`src/core/crs_defines.svh`:
```
// Constants for the CPU register set
`ifndef CRS_DEFINES_SVH
`define CRS_DEFINES_SVH
`define CRS_DATA_W        32
`define CRS_NUM_GPR       16
`define CRS_IDX_REG       4'h0
`define CRS_STACK_REG     4'hF
`define CRS_VBR_RST       32'h0000_0000
`define CRS_SR_IMASK_LSB  4
`define CRS_SR_IMASK_MSB  7
`define CRS_SR_IMASK_RST  4'hF
`define CRS_SR_VALID_MASK 32'h0000_03F3
`define CRS_SR_RST        32'h0000_00F0
`define CRS_SEL_W         3
`endif

```
`src/core/crs_pkg.sv`:
```
// Types for the CPU register set
package crs_pkg;
	typedef enum logic [2:0]
	{
		CRS_SEL_STATUS,
		CRS_SEL_GBASE,
		CRS_SEL_VBASE,
		CRS_SEL_MAC_RESULT_HIGH,
		CRS_SEL_MAC_RESULT_LOW,
		CRS_SEL_RET,
		CRS_SEL_PC,
		CRS_SEL_NONE
	} crs_sel_type;
	typedef enum logic [1:0]
	{
		CRS_ST_VEC_PC,
		CRS_ST_VEC_SP,
		CRS_ST_RUN
	} crs_state_type;
endpackage

```
`src/core/crs_register_set.sv`:
```
// CPU programmer-visible register set
//
// Operation
// - Sixteen 32-bit general registers numbered 0 to 15 for data and addresses.
// - Register 0 supplies the index in both indexed indirect addressing modes.
// - Some instructions force register 0 as their only source or destination.
// - Register 15 is the stack pointer used by exception save and restore.
// - Three 32-bit control registers: status, global base, vector base.
// - Global base supplies base address for global-base indirect addressing.
// - Vector base supplies base address of the exception vector area.
// - Four 32-bit system registers are implemented.
// - System registers: mac high, mac low, return address, program counter.
// - Reset clears vector base, sets mask ones, loads pc and sp from vectors.
// - Stack accesses are aligned longwords only; misalignment is flagged.
`timescale 1ns/100ps
`include "crs_defines.svh"
module crs_register_set
	import crs_pkg::*;
#(
	parameter int DATA_W = `CRS_DATA_W
)
(
	// Clock and reset
	input  wire logic              I_CLK,
	input  wire logic              I_SYS_RST,
	// General register ports
	input  wire logic [3:0]        I_RA_SEL,
	input  wire logic [3:0]        I_RB_SEL,
	input  wire logic              I_RA_FORCE_IDX,
	input  wire logic              I_GPR_WE,
	input  wire logic [3:0]        I_GPR_WA,
	input  wire logic              I_GPR_WA_FORCE_IDX,
	input  wire logic [DATA_W-1:0] I_GPR_WD,
	output logic      [DATA_W-1:0] O_RA_DATA,
	output logic      [DATA_W-1:0] O_RB_DATA,
	// Special register ports
	input  wire logic              I_SPC_WE,
	input  wire logic [2:0]        I_SPC_WSEL,
	input  wire logic [DATA_W-1:0] I_SPC_WD,
	input  wire logic              I_PC_WE,
	input  wire logic [DATA_W-1:0] I_PC_WD,
	// Vector fetch during reset sequence
	input  wire logic              I_VEC_VALID,
	input  wire logic [DATA_W-1:0] I_VEC_DATA,
	// Stack access check
	input  wire logic              I_STK_REQ,
	input  wire logic [1:0]        I_STK_SIZE,
	input  wire logic [DATA_W-1:0] I_STK_ADDR,
	// Outputs
	output logic                   O_READY,
	output logic                   O_STK_ERR,
	output logic      [DATA_W-1:0] O_INDEX,
	output logic      [DATA_W-1:0] O_STACK_PTR,
	output logic      [DATA_W-1:0] O_STATUS,
	output logic      [DATA_W-1:0] O_GBASE,
	output logic      [DATA_W-1:0] O_VBASE,
	output logic      [DATA_W-1:0] O_MAC_RESULT_HIGH,
	output logic      [DATA_W-1:0] O_MAC_RESULT_LOW,
	output logic      [DATA_W-1:0] O_RET_ADDR,
	output logic      [DATA_W-1:0] O_PC
);
	// ****************************************************
	// Write arbitration
	// ****************************************************
	crs_state_type st_q;
	logic          vec_wr;
	logic          sp_vec_wr;
	logic [3:0]    wa;
	logic [3:0]    ra;
	logic          we;
	logic [DATA_W-1:0] wd;

	function automatic logic spc_hit(input logic en, input logic [2:0] s, input crs_sel_type t);
		spc_hit = en && (s == t);
	endfunction

	assign vec_wr    = (st_q != CRS_ST_RUN) && I_VEC_VALID;
	assign sp_vec_wr = vec_wr && st_q == CRS_ST_VEC_SP;
	assign wa = sp_vec_wr ? `CRS_STACK_REG : (I_GPR_WA_FORCE_IDX ? `CRS_IDX_REG : I_GPR_WA);
	assign we = sp_vec_wr || (I_GPR_WE && st_q == CRS_ST_RUN);
	assign wd = sp_vec_wr ? I_VEC_DATA : I_GPR_WD;
	assign ra = I_RA_FORCE_IDX ? `CRS_IDX_REG : I_RA_SEL;

	// ****************************************************
	// General registers
	// ****************************************************
	crs_gpr_bank #(.DATA_W(DATA_W), .NUM(`CRS_NUM_GPR)) u_bank
	(
		.i_clk (I_CLK),
		.i_we  (we),
		.i_wa  (wa),
		.i_wd  (wd),
		.i_ra  (ra),
		.i_rb  (I_RB_SEL),
		.o_rda (O_RA_DATA),
		.o_rdb (O_RB_DATA)
	);

	// Shadow copies of index and stack registers for direct outputs
	always_ff @(posedge I_CLK)
	begin
		if (I_SYS_RST)
			O_INDEX <= '0;
		else if (we && wa == `CRS_IDX_REG)
			O_INDEX <= wd;
	end

	always_ff @(posedge I_CLK)
	begin
		if (I_SYS_RST)
			O_STACK_PTR <= '0;
		else if (we && wa == `CRS_STACK_REG)
			O_STACK_PTR <= wd;
	end

	// ****************************************************
	// Reset vector sequence
	// ****************************************************
	always_ff @(posedge I_CLK)
	begin
		if (I_SYS_RST)
			st_q <= CRS_ST_VEC_PC;
		else if (vec_wr)
		begin
			unique case (st_q)
				CRS_ST_VEC_PC: st_q <= CRS_ST_VEC_SP;
				CRS_ST_VEC_SP: st_q <= CRS_ST_RUN;
				CRS_ST_RUN:    st_q <= CRS_ST_RUN;
			endcase
		end
	end

	always_ff @(posedge I_CLK)
	begin
		if (I_SYS_RST)
			O_READY <= 1'b0;
		else
			O_READY <= (st_q == CRS_ST_RUN) || sp_vec_wr;
	end

	// ****************************************************
	// Control registers
	// ****************************************************
	always_ff @(posedge I_CLK)
	begin
		if (I_SYS_RST)
			O_STATUS <= `CRS_SR_RST;
		else if (spc_hit(I_SPC_WE, I_SPC_WSEL, CRS_SEL_STATUS))
			O_STATUS <= I_SPC_WD & `CRS_SR_VALID_MASK;
	end

	always_ff @(posedge I_CLK)
	begin
		if (I_SYS_RST)
			O_GBASE <= '0;
		else if (spc_hit(I_SPC_WE, I_SPC_WSEL, CRS_SEL_GBASE))
			O_GBASE <= I_SPC_WD;
	end

	always_ff @(posedge I_CLK)
	begin
		if (I_SYS_RST)
			O_VBASE <= `CRS_VBR_RST;
		else if (spc_hit(I_SPC_WE, I_SPC_WSEL, CRS_SEL_VBASE))
			O_VBASE <= I_SPC_WD;
	end

	// ****************************************************
	// System registers
	// ****************************************************
	always_ff @(posedge I_CLK)
	begin
		if (I_SYS_RST)
			O_MAC_RESULT_HIGH <= '0;
		else if (spc_hit(I_SPC_WE, I_SPC_WSEL, CRS_SEL_MAC_RESULT_HIGH))
			O_MAC_RESULT_HIGH <= I_SPC_WD;
	end

	always_ff @(posedge I_CLK)
	begin
		if (I_SYS_RST)
			O_MAC_RESULT_LOW <= '0;
		else if (spc_hit(I_SPC_WE, I_SPC_WSEL, CRS_SEL_MAC_RESULT_LOW))
			O_MAC_RESULT_LOW <= I_SPC_WD;
	end

	always_ff @(posedge I_CLK)
	begin
		if (I_SYS_RST)
			O_RET_ADDR <= '0;
		else if (spc_hit(I_SPC_WE, I_SPC_WSEL, CRS_SEL_RET))
			O_RET_ADDR <= I_SPC_WD;
	end

	// PC from vector first, then datapath; PC port wins over select port
	always_ff @(posedge I_CLK)
	begin
		if (I_SYS_RST)
			O_PC <= '0;
		else if (vec_wr && st_q == CRS_ST_VEC_PC)
			O_PC <= I_VEC_DATA;
		else if (st_q == CRS_ST_RUN && I_PC_WE)
			O_PC <= I_PC_WD;
		else if (st_q == CRS_ST_RUN && spc_hit(I_SPC_WE, I_SPC_WSEL, CRS_SEL_PC))
			O_PC <= I_SPC_WD;
	end

	// ****************************************************
	// Stack access check
	// ****************************************************
	always_ff @(posedge I_CLK)
	begin
		if (I_SYS_RST)
			O_STK_ERR <= 1'b0;
		else
			O_STK_ERR <= I_STK_REQ && (I_STK_SIZE != 2'h2 || I_STK_ADDR[1:0] != 2'h0);
	end
endmodule // crs_register_set

```
`src/core/crs_gpr_bank.sv`:
```
// Sixteen-entry general register array, two read and one write port
`timescale 1ns/100ps
`include "crs_defines.svh"
module crs_gpr_bank
#(
	parameter int DATA_W = `CRS_DATA_W,
	parameter int NUM    = `CRS_NUM_GPR
)
(
	// Clock
	input  wire logic                     i_clk,
	// Write port
	input  wire logic                     i_we,
	input  wire logic [$clog2(NUM)-1:0]   i_wa,
	input  wire logic [DATA_W-1:0]        i_wd,
	// Read ports
	input  wire logic [$clog2(NUM)-1:0]   i_ra,
	input  wire logic [$clog2(NUM)-1:0]   i_rb,
	output logic      [DATA_W-1:0]        o_rda,
	output logic      [DATA_W-1:0]        o_rdb
);
	logic [DATA_W-1:0] mem_q [NUM];

	// Registered reads with write bypass
	always_ff @(posedge i_clk)
	begin
		if (i_we)
			mem_q[i_wa] <= i_wd;
	end

	always_ff @(posedge i_clk)
	begin
		o_rda <= (i_we && i_wa == i_ra) ? i_wd : mem_q[i_ra];
		o_rdb <= (i_we && i_wa == i_rb) ? i_wd : mem_q[i_rb];
	end
endmodule // crs_gpr_bank

```
`config.mk`:
```
export PLATFORM = sky130hd
export DESIGN_NAME = crs_register_set
export DESIGN_NICKNAME = d
export VERILOG_FILES = /design/src/core/crs_pkg.sv /design/src/core/crs_register_set.sv /design/src/core/crs_gpr_bank.sv
export VERILOG_INCLUDE_DIRS = /design/src /design/src/core
export SDC_FILE = /design/constraint.sdc
export NUM_CORES = 1
export LEC_CHECK = 0
export ABC_AREA = 0
export BUFFER_PORTS_ARGS = -buffer_cell sky130_fd_sc_hd__buf_2
export CAP_MARGIN = 0
export CORE_MARGIN = 10
export CORE_UTILIZATION = 45
export CTS_CLUSTER_SIZE = 25
export DETAILED_ROUTE_END_ITERATION = 10
export PLACE_DENSITY_LB_ADDON = 0.25
export SYNTH_ARGS = -nofsm -noshare
export SYNTH_HDL_FRONTEND = slang
export SYNTH_SLANG_ARGS = --single-unit
```
`constraint.sdc`:
```
create_clock -name I_CLK -period 9.7 [get_ports I_CLK]
set_clock_uncertainty 0.2 [all_clocks]
set_input_delay 0.97 -clock I_CLK [delete_from_list [all_inputs] [get_ports I_CLK]]
set_output_delay 0.97 -clock I_CLK [all_outputs]
set_load 0.02 [all_outputs]
```
==> out/metrics.yaml <==
synthFlopType: "edfxtp_1"
die_w_um: 294
yosysMostFrequentCell: "edfxtp_1"
htree_levels: 3
cts.reportedPaths.clkPinSlew_ns: 0.06
finalHoldViolations: 0
cts_sinks: 788
vias: 23400
grt.met1_usage_pct: 30.4
ys_types: 43
wl_per_cell_um: 28.3
period_share_pct: 55.5
outcome: "completed"
drt_wl_total_mm: 109
fin_nets: 3012
maxCapViolations: 0
crit_required_ns: 8.53
crit_arrival_ns: 4.22
fp.coreArea_um2: 74400
postSynthRegisterBits: 788
grt_start_max_net_pins: 107
synth_top_area_share_pct: 45.5
maxSlewViolCount: 0
finalCriticalPeriod_ns: 5.39
critical_path_class: "reg -> out"
async_reset_ff_share_pct: 0
antenna_left: 0
cp_max_fo: 40
avgSynthCellArea_um2: 14.1
finalInstanceArea_um2: 39700
chipHeight_um: 294
drive_gt1_share_pct: 33.1
finalPower_uw: 7730
hold_class: "in -> reg"
end_kind: "output port"
synth-edff-count: 512
grt_use_total_pct: 24.7
grt_overflow: 0
place_area_um2: 37000
grt_pass1_wl_mm: 159
critPathLaunchType: "flip-flop"
grt_pass1_vias: 24300
first_pass_iters: 7
antenna_found_initial: 3
synth_area_um2: 33800
start_util_pct: 45.4
hold_buffers: 0
cts_tree: "done"
yosys.area.top_type: "edfxtp_1"
hpwlAfterDp_mm: 69.0
die-area_um2: 86400
grt_busiest_layer: "met2"
fp-row-count: 100
rsz0062_at_grt: "no"
cts_buffer_depth: 3
ys_seq_area_share_pct: 61.9
cts.repair.resized: 0
finalSetupViolCount: 0
cts-root-buf: "clkbuf_16"
postCtsSetupBuffers: 0
port_buffers: 485
drt-initial-drc-count: 2446
syn_to_final_growth_pct: 17.7
routed_via_density: 6.06
slew_headroom_pct: 16.8
clk_latency_ns: 0.62
pin_count: 540
place.gp.congestion: 0.874
drc: 0
synthCells: 2392
fin_tns_setup_ns: 0
synth_common_cells: "edfxtp_1, nand2_1, dfxtp_1"
synth_warnings: 0
grtUsageMet2_pct: 41.6
cts_buffers: 83
p_leak_uw: 0.0143
peakVddDrop_mv: 0.172
tightestPinTransition_ns: 1.25
p_per_area_nw_per_um2: 194
synth.area.top_cells: "edfxtp_1, mux4_2, dfxtp_1"
max_freq_ghz: 0.186
grt_use_met3_pct: 6.70
critical path, stage by stage (launching register included):
cell and delay [ns]:
dfxtp_4 0.66, buf_4 0.70, buf_4 0.76, mux4_2 0.59, a22oi_1 0.27, nand2_1 0.23
buf_2 0.23
flip-flops by register name, summed over array words and instances, names as in the netlist, 8 cells and up, named ones only:
register           cells
O_RET_ADDR            32
O_VBASE               32
u_bank.mem_q         512
O_STATUS               8
O_INDEX               32
O_GBASE               32
O_MAC_RESULT_HIGH     32
O_PC                  32
O_MAC_RESULT_LOW      32
O_STACK_PTR           32
report_power, final:
| group | switching, uW | internal [uW] |
|---|---|---|
| Clock | 1320 | 1820 |
| Sequential | 61.2 | 3680 |
| Combinational | 561 | 291 |
| Total | 1950 | 5780 |
path summary, 6_finish.rpt:
check,to,startpoint,cells after the start,slack [ns]
worst max register to register,u_bank.mem_q[12][4],st_q[0],6,5.77
worst min-delay path,flip-flop,I_RB_SEL[0],1,0.24
worst max-delay path,O_RB_DATA[0],flip-flop,6,4.31
worst min register to register,O_GBASE[24],O_GBASE[24],2,0.25
stage by stage:
step | worst slack [ns] | hold slack [ns] | std cells | util [%]
finish | 4.31 | 0.238 | 3860 | 53.4
global route | 3.98 | 0.219 | 3860 | 53.4
CTS | 4.25 | 0.203 | 3859 | 53.4
detailed placement | 4.95 | 0.243 | 3707 | 49.7
global placement | 4.93 | 0.240 | 3707 | 49.7
floorplan | 6.10 | 0.334 | 2415 | -
cell families after synthesis:
logic type	count (synthesis)	share of synthesized area, %
AO/OA/AOI/OAI	459	9.21
flip-flops	788	61.9
adder cells (fa/ha/maj)	3	0.111
buffers and inverters	284	3.91
multiplexers	289	18.1
AND/OR/NAND/NOR	568	6.82
other	1	0.0111
layout make-up:
class	count	area (um2)
antenna	1	2.50
sequential	788	20900
multi-input combinational	1343	11800
timing repair buffer	538	2840
tap	969	1210
clock inverter	43	349
inverter	69	259
clock buffer	109	2350
fill	6136	34700
cells in the final DEF, fill, tap and decap left out, drive strengths merged, types with 6 or more instances in the layout:
master	instances
nor2b	11
nand3	38
a21oi	167
edfxtp	512
dfxtp	276
a22oi	160
clkbuf	109
buf	538
o311ai	32
a22o	32
nand2	406
nand3b	6
mux4	256
clkinv	31
nor2	89
mux2i	32
inv	73
a211oi	64
conb	24
metal layers:
| layer | wire length, um | part of all wire [%] |
|---|---|---|
| met1 | 40800 | 37 |
| met2 | 54200 | 50 |
| met3 | 10500 | 9.6 |
| met4 | 3680 | 3.4 |
| met5 | 13 | 0.012 |
(Power assumes the default switching activity.)
